==> config.mk <==
export PLATFORM = sky130hd
export DESIGN_NAME = error_adc_front_end_control
export DESIGN_NICKNAME = d
export VERILOG_FILES = /design/src/rtl/front_end_pkg.sv /design/src/rtl/error_adc_front_end_control.sv
export SDC_FILE = /design/constraint.sdc
export NUM_CORES = 1
export LEC_CHECK = 0
export ABC_AREA = 1
export BUFFER_PORTS_ARGS = -buffer_cell sky130_fd_sc_hd__buf_2
export CORE_ASPECT_RATIO = 0.75
export CORE_UTILIZATION = 30
export DETAILED_ROUTE_END_ITERATION = 8
export MAX_ROUTING_LAYER = met4
export PLACE_DENSITY = 0.51
export SLEW_MARGIN = 20
export SYNTH_ARGS = -nofsm -noshare
export SYNTH_HDL_FRONTEND = slang
export SYNTH_SLANG_ARGS = --single-unit
==> constraint.sdc <==
create_clock -name core_clk -period 4.88 [get_ports core_clk]
set_input_delay 0.976 -clock core_clk [delete_from_list [all_inputs] [get_ports core_clk]]
set_output_delay 0.976 -clock core_clk [all_outputs]
set_load 0.05 [all_outputs]
==> src/rtl/front_end_pkg.sv <==
// Constants shared by the error front end control logic.
// Assumes a single 20 MHz core clock and an active-low asynchronous reset.
package front_end_pkg;
  localparam int RESULT_W   = 9;
  localparam int RAW_W      = 6;
  localparam int GAIN_W     = 2;
  localparam int DAC_W      = 10;
  localparam int DITHER_W   = 4;
  localparam int SETPT_W    = 14;
  localparam int AVG_SEL_W  = 2;
  localparam int SRC_W      = 2;
  localparam int EVT_W      = 6;
  localparam int SLEW_W     = 14;

  localparam logic signed [RESULT_W-1:0] RESULT_MAX = 9'sh0FF;
  localparam logic signed [RESULT_W-1:0] RESULT_MIN = -9'sh100;

  // Event flag positions.
  localparam int EVT_PREBIAS   = 0;
  localparam int EVT_RAMP_DLY  = 1;
  localparam int EVT_RAMP_DONE = 2;
  localparam int EVT_LOAD_STEP = 3;
  localparam int EVT_OVER_V    = 4;
  localparam int EVT_SAT       = 5;

  // Set-point sources.
  localparam logic [SRC_W-1:0] SRC_FIXED = 2'h0;
  localparam logic [SRC_W-1:0] SRC_RAMP  = 2'h1;
  localparam logic [SRC_W-1:0] SRC_OUTER = 2'h2;

  localparam logic [SETPT_W-1:0]  SETPT_RESET  = 14'h0000;
  localparam logic [GAIN_W-1:0]   GAIN_RESET   = 2'h0;
  localparam logic [EVT_W-1:0]    EVT_RESET    = 6'h00;
  localparam logic [DITHER_W-1:0] DITHER_RESET = 4'h0;

  // Auto gain thresholds on the raw magnitude, with headroom.
  localparam logic [RAW_W-1:0] AUTO_UP_LIMIT = 6'h1F;
  localparam logic [RAW_W-1:0] AUTO_DN_LIMIT = 6'h0F;

  typedef enum logic [2:0] {
    CONV_IDLE = 3'b001,
    CONV_BUSY = 3'b010,
    CONV_DONE = 3'b100
  } conv_state_t;
endpackage

==> src/rtl/error_adc_front_end_control.sv <==
// Digital control of one error-measurement front end: conversion sequencing,
// gain, averaging, set-point DAC with dither and slope ramp, event flags.
// Assumes the converter and modulator run on core_clk; sample requests and
// the converter done strobe are logic on the same clock.
// Assumes the event inputs are single-cycle pulses from logic on core_clk,
// so they are not resynchronised here.
// Assumes software reads the result only between filter strobes.
`timescale 1ns/10ps
module error_adc_front_end_control
  import front_end_pkg::*;
#(
  parameter bit FRONT_END_ZERO = 1'b1
) (
  input  wire logic                       core_clk,
  input  wire logic                       rst_b,
  input  wire logic                       sample_req,
  output logic                            conv_start,
  input  wire logic                       conv_done,
  input  wire logic signed [RAW_W-1:0]    conv_code,
  input  wire logic                       auto_gain_en,
  input  wire logic [GAIN_W-1:0]          gain_manual,
  output logic [GAIN_W-1:0]               analog_gain_setting,
  input  wire logic [AVG_SEL_W-1:0]       avg_sel,
  input  wire logic                       invert_en,
  input  wire logic                       abs_mode_en,
  output logic signed [RESULT_W-1:0]      error_result,
  output logic                            filter_strobe,
  input  wire logic [SRC_W-1:0]           setpt_src,
  input  wire logic [SETPT_W-1:0]         setpt_fixed,
  input  wire logic [SETPT_W-1:0]         setpt_outer,
  input  wire logic                       peak_mode_en,
  input  wire logic                       cycle_start,
  input  wire logic [SLEW_W-1:0]          slew_step,
  output logic [DAC_W-1:0]                setpt_dac,
  input  wire logic [EVT_W-1:0]           ext_events,
  input  wire logic [EVT_W-1:0]           evt_clear,
  output logic [EVT_W-1:0]                evt_flags,
  output logic                            front_end_irq
);

  conv_state_t                  state_q;
  logic [GAIN_W-1:0]            gain_q;
  logic [GAIN_W-1:0]            conv_gain_q;
  logic signed [RESULT_W+2:0]   acc_q;
  logic [3:0]                   avg_cnt_q;
  logic signed [RESULT_W-1:0]   result_q;
  logic                         strobe_q;
  logic [SETPT_W-1:0]           ramp_q;
  logic [SETPT_W-1:0]           setpt_q;
  logic [DITHER_W-1:0]          dither_q;
  logic [DAC_W-1:0]             dac_q;
  logic [EVT_W-1:0]             flags_q;

  // Scale the raw code by the step size of its gain setting.
  // The shift cannot overflow: the largest raw code times eight still fits.
  function automatic logic signed [RESULT_W-1:0] scale_code(
    input logic signed [RAW_W-1:0] code,
    input logic [GAIN_W-1:0]       g
  );
    logic signed [RESULT_W-1:0] ext;
    ext = RESULT_W'(code);
    scale_code = ext <<< g;
  endfunction

  function automatic logic signed [RESULT_W-1:0] sat9(
    input logic signed [RESULT_W+3:0] v
  );
    if (v > (RESULT_W+4)'(RESULT_MAX)) begin
      sat9 = RESULT_MAX;
    end else if (v < (RESULT_W+4)'(RESULT_MIN)) begin
      sat9 = RESULT_MIN;
    end else begin
      sat9 = v[RESULT_W-1:0];
    end
  endfunction

  logic [3:0] avg_len;
  assign avg_len = 4'h1 << avg_sel;

  logic signed [RESULT_W-1:0] sample_scaled;
  assign sample_scaled = scale_code(conv_code, conv_gain_q);

  logic signed [RESULT_W+2:0] acc_next;
  assign acc_next = acc_q + (RESULT_W+3)'(sample_scaled);

  logic avg_last;
  assign avg_last = (avg_cnt_q + 4'h1) >= avg_len;

  // Average, invert, optional absolute offset, then clamp.
  logic signed [RESULT_W+3:0] avg_val;
  logic signed [RESULT_W+3:0] post_val;
  always_comb begin
    avg_val = (RESULT_W+4)'(acc_next >>> avg_sel);
    if (invert_en) begin
      post_val = -avg_val;
    end else begin
      post_val = avg_val;
    end
    if (abs_mode_en) begin
      post_val = post_val + (RESULT_W+4)'(setpt_q[SETPT_W-1:DITHER_W]);
    end
  end

  // Conversion sequencing. The done state adds one idle cycle, which is the
  // minimum spacing promised to the modulator between requests.
  always_ff @(posedge core_clk or negedge rst_b) begin
    if (!rst_b) begin
      state_q <= CONV_IDLE;
    end else begin
      case (state_q)
        CONV_IDLE: begin
          if (sample_req) begin
            state_q <= CONV_BUSY;
          end
        end
        CONV_BUSY: begin
          if (conv_done) begin
            state_q <= CONV_DONE;
          end
        end
        CONV_DONE: begin
          state_q <= CONV_IDLE;
        end
        default: begin
          state_q <= CONV_IDLE;
        end
      endcase
    end
  end

  // Start is combinational so the converter sees the request in its own
  // cycle; requests that arrive while busy are dropped, not queued.
  assign conv_start = (state_q == CONV_IDLE) && sample_req;

  // Gain is frozen for each conversion so the code scales consistently.
  always_ff @(posedge core_clk or negedge rst_b) begin
    if (!rst_b) begin
      conv_gain_q <= GAIN_RESET;
    end else if (conv_start) begin
      conv_gain_q <= gain_q;
    end
  end

  // Auto gain: coarsen when the raw code nears full scale, refine when small.
  // The gap between the two thresholds keeps the gain from hunting when the
  // signal sits right at one step boundary.
  logic [RAW_W-1:0] raw_mag;
  always_comb begin
    if (conv_code[RAW_W-1]) begin
      raw_mag = RAW_W'(-conv_code);
    end else begin
      raw_mag = conv_code;
    end
  end
  always_ff @(posedge core_clk or negedge rst_b) begin
    if (!rst_b) begin
      gain_q <= GAIN_RESET;
    end else if (!(FRONT_END_ZERO && auto_gain_en)) begin
      gain_q <= gain_manual;
    end else if (state_q == CONV_BUSY && conv_done) begin
      if (raw_mag >= AUTO_UP_LIMIT && gain_q != 2'h3) begin
        gain_q <= gain_q + 2'h1;
      end else if (raw_mag < AUTO_DN_LIMIT && gain_q != 2'h0) begin
        gain_q <= gain_q - 2'h1;
      end
    end
  end
  assign analog_gain_setting = gain_q;

  logic conv_end;
  assign conv_end = (state_q == CONV_BUSY) && conv_done;

  // Averaging accumulator, cleared once a full group has been averaged.
  always_ff @(posedge core_clk or negedge rst_b) begin
    if (!rst_b) begin
      acc_q     <= '0;
      avg_cnt_q <= 4'h0;
    end else if (conv_end) begin
      if (avg_last) begin
        acc_q     <= '0;
        avg_cnt_q <= 4'h0;
      end else begin
        acc_q     <= acc_next;
        avg_cnt_q <= avg_cnt_q + 4'h1;
      end
    end
  end

  // The result holds between strobes so the filter may read it at leisure.
  always_ff @(posedge core_clk or negedge rst_b) begin
    if (!rst_b) begin
      result_q <= '0;
    end else if (conv_end && avg_last) begin
      result_q <= sat9(post_val);
    end
  end

  always_ff @(posedge core_clk or negedge rst_b) begin
    if (!rst_b) begin
      strobe_q <= 1'b0;
    end else begin
      strobe_q <= conv_end && avg_last;
    end
  end
  assign error_result  = result_q;
  assign filter_strobe = strobe_q;

  // Slope ramp: reload at each switching cycle, then step down by the slew.
  // The ramp floors at zero instead of wrapping, which would otherwise throw
  // the set point to full scale late in a long switching period.
  always_ff @(posedge core_clk or negedge rst_b) begin
    if (!rst_b) begin
      ramp_q <= SETPT_RESET;
    end else if (cycle_start || !peak_mode_en) begin
      ramp_q <= setpt_fixed;
    end else if (ramp_q > slew_step) begin
      ramp_q <= ramp_q - slew_step;
    end else begin
      ramp_q <= SETPT_RESET;
    end
  end

  always_ff @(posedge core_clk or negedge rst_b) begin
    if (!rst_b) begin
      setpt_q <= SETPT_RESET;
    end else begin
      // Unused source codes fall back to the fixed value, or to the ramp
      // in peak mode, so no code can leave the set point stale.
      case (setpt_src)
        SRC_RAMP: begin
          setpt_q <= ramp_q;
        end
        SRC_OUTER: begin
          setpt_q <= setpt_outer;
        end
        default: begin
          setpt_q <= peak_mode_en ? ramp_q : setpt_fixed;
        end
      endcase
    end
  end

  // First-order dither: the fraction accumulates and carries into the DAC,
  // so the 10-bit DAC averages to the full 14-bit set point, except when its top ten bits are all ones.
  logic [DITHER_W:0] dither_sum;
  assign dither_sum = {1'b0, dither_q} + {1'b0, setpt_q[DITHER_W-1:0]};
  always_ff @(posedge core_clk or negedge rst_b) begin
    if (!rst_b) begin
      dither_q <= DITHER_RESET;
    end else begin
      dither_q <= dither_sum[DITHER_W-1:0];
    end
  end

  // The carry is dropped at full scale so the DAC code never wraps to zero.
  logic dac_carry;
  assign dac_carry = dither_sum[DITHER_W] &&
                     (setpt_q[SETPT_W-1:DITHER_W] != '1);
  always_ff @(posedge core_clk or negedge rst_b) begin
    if (!rst_b) begin
      dac_q <= '0;
    end else if (dac_carry) begin
      dac_q <= setpt_q[SETPT_W-1:DITHER_W] + 10'h001;
    end else begin
      dac_q <= setpt_q[SETPT_W-1:DITHER_W];
    end
  end
  assign setpt_dac = dac_q;

  // Sticky event flags; a new event wins over a clear in the same cycle.
  logic [EVT_W-1:0] evt_set;
  always_comb begin
    evt_set = ext_events;
    evt_set[EVT_SAT] = ext_events[EVT_SAT] ||
      (strobe_q &&
       (result_q == RESULT_MAX || result_q == RESULT_MIN));
  end
  always_ff @(posedge core_clk or negedge rst_b) begin
    if (!rst_b) begin
      flags_q <= EVT_RESET;
    end else begin
      flags_q <= (flags_q & ~evt_clear) | evt_set;
    end
  end
  assign evt_flags     = flags_q;
  assign front_end_irq = |flags_q;

endmodule

Word level (Yosys, flattened, before mapping)
Cells that the tools add are included.
Storage, ports and cells
  register bits: 81
  bits of input ports: 75
  output and inout bits: 30
  word-level logic and storage cells: 80
Operators by class
  add/subtract/negate cells: 10
  order comparisons: 6
  equality and inequality tests: 12
  shift-type cells: 3
  multiplexer cells: 19
  bitwise operators: 3
  reduce and logical (&&, ||, !) cells: 15
Operator list (number)
  14-bit two-way mux: 3
  14-bit one-hot mux with 2 select lines: 1
  13-bit two-way mux: 2
  9-bit == test (second input constant): 2
  9-bit two-way mux: 2
  14-bit greater-than comparator: 1
  14-bit subtractor: 1
  13-bit by 10-bit adder with 13-bit output: 1
  13-bit by 9-bit greater-than comparator with 1-bit output (second input constant): 1
  13-bit by 9-bit less-than comparator with 1-bit output (second input constant): 1
  13-bit negation: 1
  12-bit by 2-bit >>> shifter with 13-bit output: 1
  12-bit by 9-bit adder with 12-bit output: 1
  12-bit two-way mux: 1
  10-bit by 1-bit adder with 10-bit output (second input constant): 1
  10-bit two-way mux: 1
  10-bit != test (second input constant): 1
  6-bit by 2-bit <<< shifter with 9-bit output: 1
  2-bit two-way mux: 4
  1-bit logical AND: 7
  6-bit bitwise AND: 1
  6-bit by 5-bit greater-or-equal comparator with 1-bit output (second input constant): 1
  6-bit by 4-bit less-than comparator with 1-bit output (second input constant): 1
  3-bit two-way mux: 2
  other kinds (24): 29

Longest topological paths before layout
Gate-level depths: netlist of the first run.
  depth in word-level cells: 10
  gate-level depth with buffers: 37
  mapped depth without buffers: 37

Worst setup path before layout of the first run
No wires, ideal clock.
  path type: input to register
  start: input conv_code[0]
  end: register result_q[3], in the netlist error_result[3]
  arrival time: 4.745 ns
  required time: 4.802 ns
  path slack: 0.058 ns
  stages: 32
  path buffers: 0
  path through: inv_1 > nor3_1 > ha_1 > fa_1 > nand3_1 > nand3_1 > nand3_1 > nand3_2 > nand2_2 > inv_1 > ha_1 > or2_2 > o21ai_0 > inv_1 > ha_1 > nand2_1 > nand2_1 > a21oi_1 > o221ai_1 > a21oi_1 > o21bai_1 > nand2_1 > inv_1 > nor2_1 > o21ai_0 > nand2_2 > nand2_2 > nor2_2 > nand2_2 > nand2_4 > nand2_1 > a21oi_1
Between the ends
  cells in the longest elaborated chain, start to end: 10
RTL lines
  start: declaration: line error_adc_front_end_control.sv:19  | input wire logic signed [RAW_W-1:0] conv_code,
  6-bit by 2-bit <<< shifter with 9-bit output (*): line error_adc_front_end_control.sv:62  | scale_code = ext <<< g;
  12-bit by 9-bit adder with 12-bit output (*): line error_adc_front_end_control.sv:84  | assign acc_next = acc_q + (RESULT_W+3)'(sample_scaled);
  12-bit by 2-bit >>> shifter with 13-bit output (*): line error_adc_front_end_control.sv:93  | avg_val = (RESULT_W+4)'(acc_next >>> avg_sel);
  13-bit negation: line error_adc_front_end_control.sv:95  | post_val = -avg_val;
  13-bit two-way mux (*): line error_adc_front_end_control.sv:94  | if (invert_en) begin
  13-bit by 10-bit adder with 13-bit output: line error_adc_front_end_control.sv:100  | post_val = post_val + (RESULT_W+4)'(setpt_q[SETPT_W-1:DITHER_W]);
  13-bit two-way mux (*): line error_adc_front_end_control.sv:99  | if (abs_mode_en) begin
  13-bit by 9-bit less-than comparator with 1-bit output: line error_adc_front_end_control.sv:70  | end else if (v < (RESULT_W+4)'(RESULT_MIN)) begin
  9-bit two-way mux: line error_adc_front_end_control.sv:70
  9-bit two-way mux (*): line error_adc_front_end_control.sv:68  | if (v > (RESULT_W+4)'(RESULT_MAX)) begin
  end signal: assignment: line error_adc_front_end_control.sv:194  | result_q <= sat9(post_val);
  end: declaration: line error_adc_front_end_control.sv:46  | logic signed [RESULT_W-1:0] result_q;
Every way passes the cells marked *; elsewhere a longest branch is shown, timed or not.
A chain may end at the register's enable or synchronous reset.

Worst setup path in the final report of the first run
  start: input conv_code[1]
  end: register result_q[3], in the netlist error_result[3]
Same word-level chain as after synthesis.

==> results of run 1 <==
==> where the power goes <==
part	internal, W	leakage [nW]	switching, W	total, W
clock network	0.000407	0.154	0.000314	0.000722
registers	0.000855	0.986	0.000163	0.00102
logic	0.00177	3.38	0.00227	0.00405
total	0.00304	4.52	0.00275	0.00579
==> final timing paths <==
check	cells past startpoint	to	start	slack, ns
min in group asynchronous	1	acc_q[10]	rst_b	0.59
setup / recovery	33	error_result[3]	conv_code[1]	0.26
setup reg to reg	30	error_result[3]	conv_gain_q[1]	0.42
hold reg to reg	1	dither_q[0]	dither_q[0]	0.47
hold / removal	1	dither_q[0]	dither_q[0]	0.47
max in group asynchronous	2	conv_gain_q[0]	rst_b	3.26
==> final cells by class <==
type	instances	area, um^2
clock inverter	7	83.83
timing repair buffer	199	1260
clock buffer	9	225.2
multi-input combinational	663	4395
sequential	81	2029
fill	2272	12440
tap	288	360.3
inverter	131	498.0
==> worst reg2reg max path, delay by kind of cell, from the launching register on <==
kind	cells	cell delay, ns
xor+xnor	1	0.17
flops	1	0.52
simple gates	13	1.35
compound gates	8	1.06
fa+ha+maj	2	0.67
buf+inv	6	0.58
==> routing by layer <==
layer  up-vias  global-route usage [%]  wire, um
li1       3358                       -         -
met1      2937                   25.67      9990
met2       112                   25.33      8033
met3        11                   2.652       667
met4         0                   4.008       181
met5         -                       -         0
==> timing repair <==
action                                 4_1_cts  5_1_grt
buffers inserted                             1        8
endpoints found under the hold margin        0        0
setup endpoints to repair                    9        9
gates resized for setup                      5      127
pin swaps                                    3       52
==> cells in the final DEF (no fill, tap or decap), types with 5 or more instances in the layout <==
cell	Yosys	layout
nand2_1	215	194
inv_1	123	111
buf_2	0	101
buf_4	1	94
dfrtp_1	80	79
nor2_1	54	49
o21ai_0	58	46
nand3_1	57	44
ha_1	51	40
nand2_2	20	37
a21oi_1	47	34
nand3_2	18	30
xor2_1	24	22
inv_2	6	16
a31oi_1	15	15
nand4_1	15	15
a221oi_1	14	14
a21oi_2	1	14
xnor2_1	14	12
clkbuf_16	0	9
o21ai_2	0	8
nand2_4	4	8
o21bai_1	9	8
nor2_2	3	7
ha_4	0	7
nor3_1	7	6
a22o_1	6	6
nor2_4	4	5
==> logic make-up (layout without fill, tap and decap cells) <==
kind of cell | Yosys count | after routing | share of synthesized area [%]
DFF | 81 | 81 | 30.84
muxes | 1 | 1 | 0.1522
xor gates and xnor gates | 38 | 38 | 5.060
and+or+nand+nor | 406 | 406 | 29.01
AOI/OAI and AO/OA | 163 | 163 | 14.88
adders and majority gates | 55 | 55 | 10.92
buffers and inverters | 150 | 346 | 9.150
==> sequential cells by signal (all words and copies together) (netlist names), 3 cells and up <==
signal / cells
setpt_dac: 10
avg_cnt_q: 4
evt_flags: 6
dither_q: 4
acc_q: 12
error_result: 9
ramp_q: 14
state_q: 3
setpt_q: 14
==> stage by stage <==
step | TNS [ns] | hold slack, ns | utilization [%] | total power [W] | instances
floorplan | 0 | 0.4430 | - | 0.003199 | 894
global placement | -3.902 | 0.4535 | 37.56 | 0.004449 | 1353
detailed placement | -4.282 | 0.4599 | 37.56 | 0.004449 | 1353
CTS | 0 | 0.4744 | 39.17 | 0.005249 | 1370
global route | -0.7938 | 0.5090 | 41.57 | 0.006306 | 1378
finish | 0 | 0.4676 | 41.57 | 0.005788 | 1378
==> flow_summary.ini, run 1 <==
[worst_setup_path]
required_ns = 5.11
arrival_ns = 4.85
critPathTopFamily = simple AND/OR/NAND/NOR gates
crit_type = in -> reg
cp_common_cell = nand2_2
cp_num_buf_inv = 6
slowest_stage = ha_1
critPathCaptureType = flop
slowest_delay_ns = 0.36
critPathMaxFanout = 8
cp-start-kind = input pin

[timing]
skew_ns = 0.01142
min_period_over_period_pct = 94.57
setup_slack_ns = 0.2648
hold_viol = 0
rsz0062_at_grt = yes
tightest_slew_ns = 0.8455
drv_slew = 0
setup_violations = 0
min_period_ns = 4.615
maxSlewHeadroom_pct = 43.63
fmax_ghz = 0.2167

[yosys]
synth_top_area_share_pct = 30.44
synth_top_cell_by_area = dfrtp_1
seq_area_frac_synth_pct = 30.84
synth.net_count = 1024
ys_async_sr_fraction_pct = 100.0
syn_area_per_cell_um2 = 7.357
yosysWarnings = 0
synth.area.top_cells = dfrtp_1 30%, nand2_1 12%, ha_1 9.7%
netlist_area_um2 = 6578
synthFlopType = dfrtp_1
synth_cell_type_count = 45
netlist_instances = 894
synth_most_common_cell = nand2_1
synthTopCellsByCount = 215 x nand2_1, 123 x inv_1, 80 x dfrtp_1
synth_seq_cells = 81
synth_edf_count = 0

[power_and_ir_drop]
p_leak_nw = 4.522
vdd_drop_max_uv = 234.7
p_per_area_nw_per_um2 = 653.9

[clocking]
clk_latency_ns = 0.36
cts.sink_count = 81
cts.root.buffer_cell = clkbuf_16
cts_tree = done
cts_inserted_buffers = 9
cts.path.max_buffers = 2
htreeDepth = 3
path_clk_slew_ns = 0.06
hold_buffers = 0

[place]
hpwl_um = 14790
postPlaceCellArea_um2 = 7998
place_ws_ns = -0.4879
numPortBuffers = 104
routabilityCongestion = 0.9061

[route]
drtIter0Drc = 328
postRouteWirelength_um = 18870
wire_per_inst_um = 13.70
viasPerCell = 4.657
drt-pass1-iter-count = 4
num_vias = 6418
ant_nets = 0
drc = 0

[finish]
synthToLayoutAreaGrowth_pct = 34.58
layout-drive-gt1-share_pct = 34.13
fin_nets = 1215
fin_area_um2 = 8852
diodes = 0

[grt]
grt_pass1_vias = 6024
grt_max_degree = 42
antenna_found_initial = 0
grt-ovfl-total = 0
grt.total_usage_pct = 17.60
grt_pass1_wl_um = 30460

[floorplan]
core_um2 = 21300
fp.dieW_um = 173.0
start_util_pct = 30.89
dieArea_um2 = 22530
die_height_um = 130.2
num_io_pins = 105
num_rows = 46

[flow_run]
cap_viol_max_count = 0

[outcome]
outcome = completed

[worst_hold_path]
worstHoldPathType = reg -> reg
No activity file was read; power rests on OpenSTA's default activity.
==> run 2: changes to the inputs <==
==> constraint.sdc (replaced) <==
create_clock -name core_clk -period 4.88 [get_ports core_clk]
set_input_delay 0.732 -clock core_clk [delete_from_list [all_inputs] [get_ports core_clk]]
set_output_delay 0.732 -clock core_clk [all_outputs]
set_load 0.05 [all_outputs]
==> run 2 against run 1 <==
  * Via count fell by 1.7%
  * Final cell count fell by 1.6%
  * Hold slack got worse by 0.12 ns
  * Setup slack improved by 0.080 ns
  * Clock power rose by 3.2%
  * Clock-buffer cell count rose by 1
  * Total power fell by 6.1%
  * Non-clock buffer count fell by 22
  * Fmax rose by 1.8%
  * Cell area fell by 3.9%
==> flow_summary.ini, run 2 (synthesis results as in run 1) <==
[finish]
synthToLayoutAreaGrowth_pct = 29.31
fin_nets = 1193
top_regs = ramp_q: 14 flops, setpt_q: 14 flops, acc_q: 12 flops
diodes = 0
final_cell_mix = 210 x nand2_1, 118 x inv_1, 103 x buf_2, 79 x dfrtp_1, 72 x buf_4
layout-drive-gt1-share_pct = 28.56
layout_commonest_cell = nand2_1
fin_cells = 1356

[route]
postRouteWirelength_um = 18570
viasPerCell = 4.652
wire_per_inst_um = 13.70
num_vias = 6308
drc = 0
drt-pass1-iter-count = 5
ant_nets = 0
drtIter0Drc = 302

[worst_setup_path]
slowest_delay_ns = 0.46
reg2reg_slack_ns = 0.34
slowest_stage = dfrtp_2
cp-start-kind = flop
r2r-start = conv_gain_q[0]
required_ns = 5.11
critPathCaptureType = flop
cp-endpoint = error_result[6]
critPathMaxFanout = 8
arrival_ns = 4.77
crit_type = reg -> reg
rr_worst_depth = 29
r2r_end = error_result[6]
cp_common_cell = nand3_1
critPathLaunch = conv_gain_q[0]

[clocking]
path_clk_slew_ns = 0.07
cts.path.max_buffers = 2
cts_tree = done
clk_latency_ns = 0.35
cts.sink_count = 81
cts_inserted_buffers = 9
hold_buffers = 0
cts.root.buffer_cell = clkbuf_16
htreeDepth = 3

[timing]
fmax_ghz = 0.2205
min_period_over_period_pct = 92.94
drv_slew = 0
tightest_slew_ns = 0.8672
finalSetupTns_ns = 0
min_period_ns = 4.535
skew_ns = 0.01020
maxSlewHeadroom_pct = 42.18
setup_violations = 0
hold_viol = 0

[floorplan]
core_um2 = 21300
die_height_um = 130.2
num_io_pins = 105
fp.dieW_um = 173.0
dieArea_um2 = 22530
num_rows = 46
start_util_pct = 30.89

[place]
numPortBuffers = 104
hpwl_um = 14510
routabilityCongestion = 0.8942
dp_cells = 1330

[grt]
grt_pass1_wl_um = 29410
grt-ovfl-total = 0
antenna_found_initial = 0
grt.total_usage_pct = 16.98
grt_pass1_vias = 5759
grt_max_degree = 46

[power_and_ir_drop]
p_per_area_nw_per_um2 = 639.0
p_leak_nw = 4.376
vdd_drop_max_uv = 222.7

[flow_run]
cap_viol_max_count = 0

[worst_hold_path]
worstHoldPathType = in -> async

[outcome]
outcome = completed
run 2: changes by cell type in the layout (fill, tap and decap cells not counted), moves of 8 or more:
| cell | delta |
|---|---|
| buf_4 | -22 |
| nand2_1 | +16 |
| nand2_2 | -14 |
| nand3_1 | +8 |
| nand3_2 | -8 |
run 2: critical path: cells and delay by family (launching register included):
family	cells	cell delay [ns]
adder cells (fa/ha/maj)	2	0.74
XOR/XNOR	1	0.18
AO/OA/AOI/OAI	8	1.18
buffers and inverters	6	0.55
flip-flops	1	0.46
AND/OR/NAND/NOR	12	1.28
run 2: what timing repair did:
action	in CTS	in global routing
setup endpoints to repair	0	9
resized for setup	0	79
buffers inserted	0	10
run 2: worst min-delay path by stage:
stage,slack (ns),to,startpoint,cells past startpoint
final,0.35,acc_q[10],rst_b,1
after global routing,0.38,acc_q[8],rst_b,1
after detailed placement,0.46,dither_q[0],dither_q[0],1
after global placement,0.45,dither_q[0],dither_q[0],1
after floorplan,0.44,acc_q[0],rst_b,0
after CTS,0.37,acc_q[10],rst_b,1
run 2: metal layers:
metal  vias up  part of all wire (%)  wire, um  track usage (%)
li1       3318                     -         -                -
met1      2865                    53      9833            24.50
met2       107                    42      7885            24.34
met3        18                   3.4       639            2.914
met4         0                   1.2       214            4.217
met5         -                     0         0                -
run 2: power by group:
part / switching (W) / internal [W]
clock: 0.000294 / 0.000450
combinational: 0.00214 / 0.00154
sequential: 0.000154 / 0.000855
total: 0.00259 / 0.00285
run 2: stage by stage:
| step | cell area [um^2] | setup slack, ns | util [%] | total power (W) | hold slack (ns) |
|---|---|---|---|---|---|
| floorplan | 6578 | 0.3020 | - | 0.003199 | 0.4364 |
| global placement | 7825 | -0.1872 | 36.75 | 0.004270 | 0.4535 |
| detailed placement | 7825 | -0.2343 | 36.75 | 0.004273 | 0.4599 |
| CTS | 8144 | 0.03256 | 38.24 | 0.005046 | 0.3659 |
| global route | 8506 | -0.06385 | 39.94 | 0.005912 | 0.3768 |
| finish | 8506 | 0.3448 | 39.94 | 0.005435 | 0.3471 |
run 2: layout make-up:
class                           instances  area [um^2]
Clock buffer                           10        229.0
Timing Repair Buffer                  177         1079
Fill cell                            2267        12790
Sequential cell                        81         2029
Clock inverter                          6        90.09
Multi-Input combinational cell        663         4225
Inverter                              131        493.0
Tap cell                              288        360.3
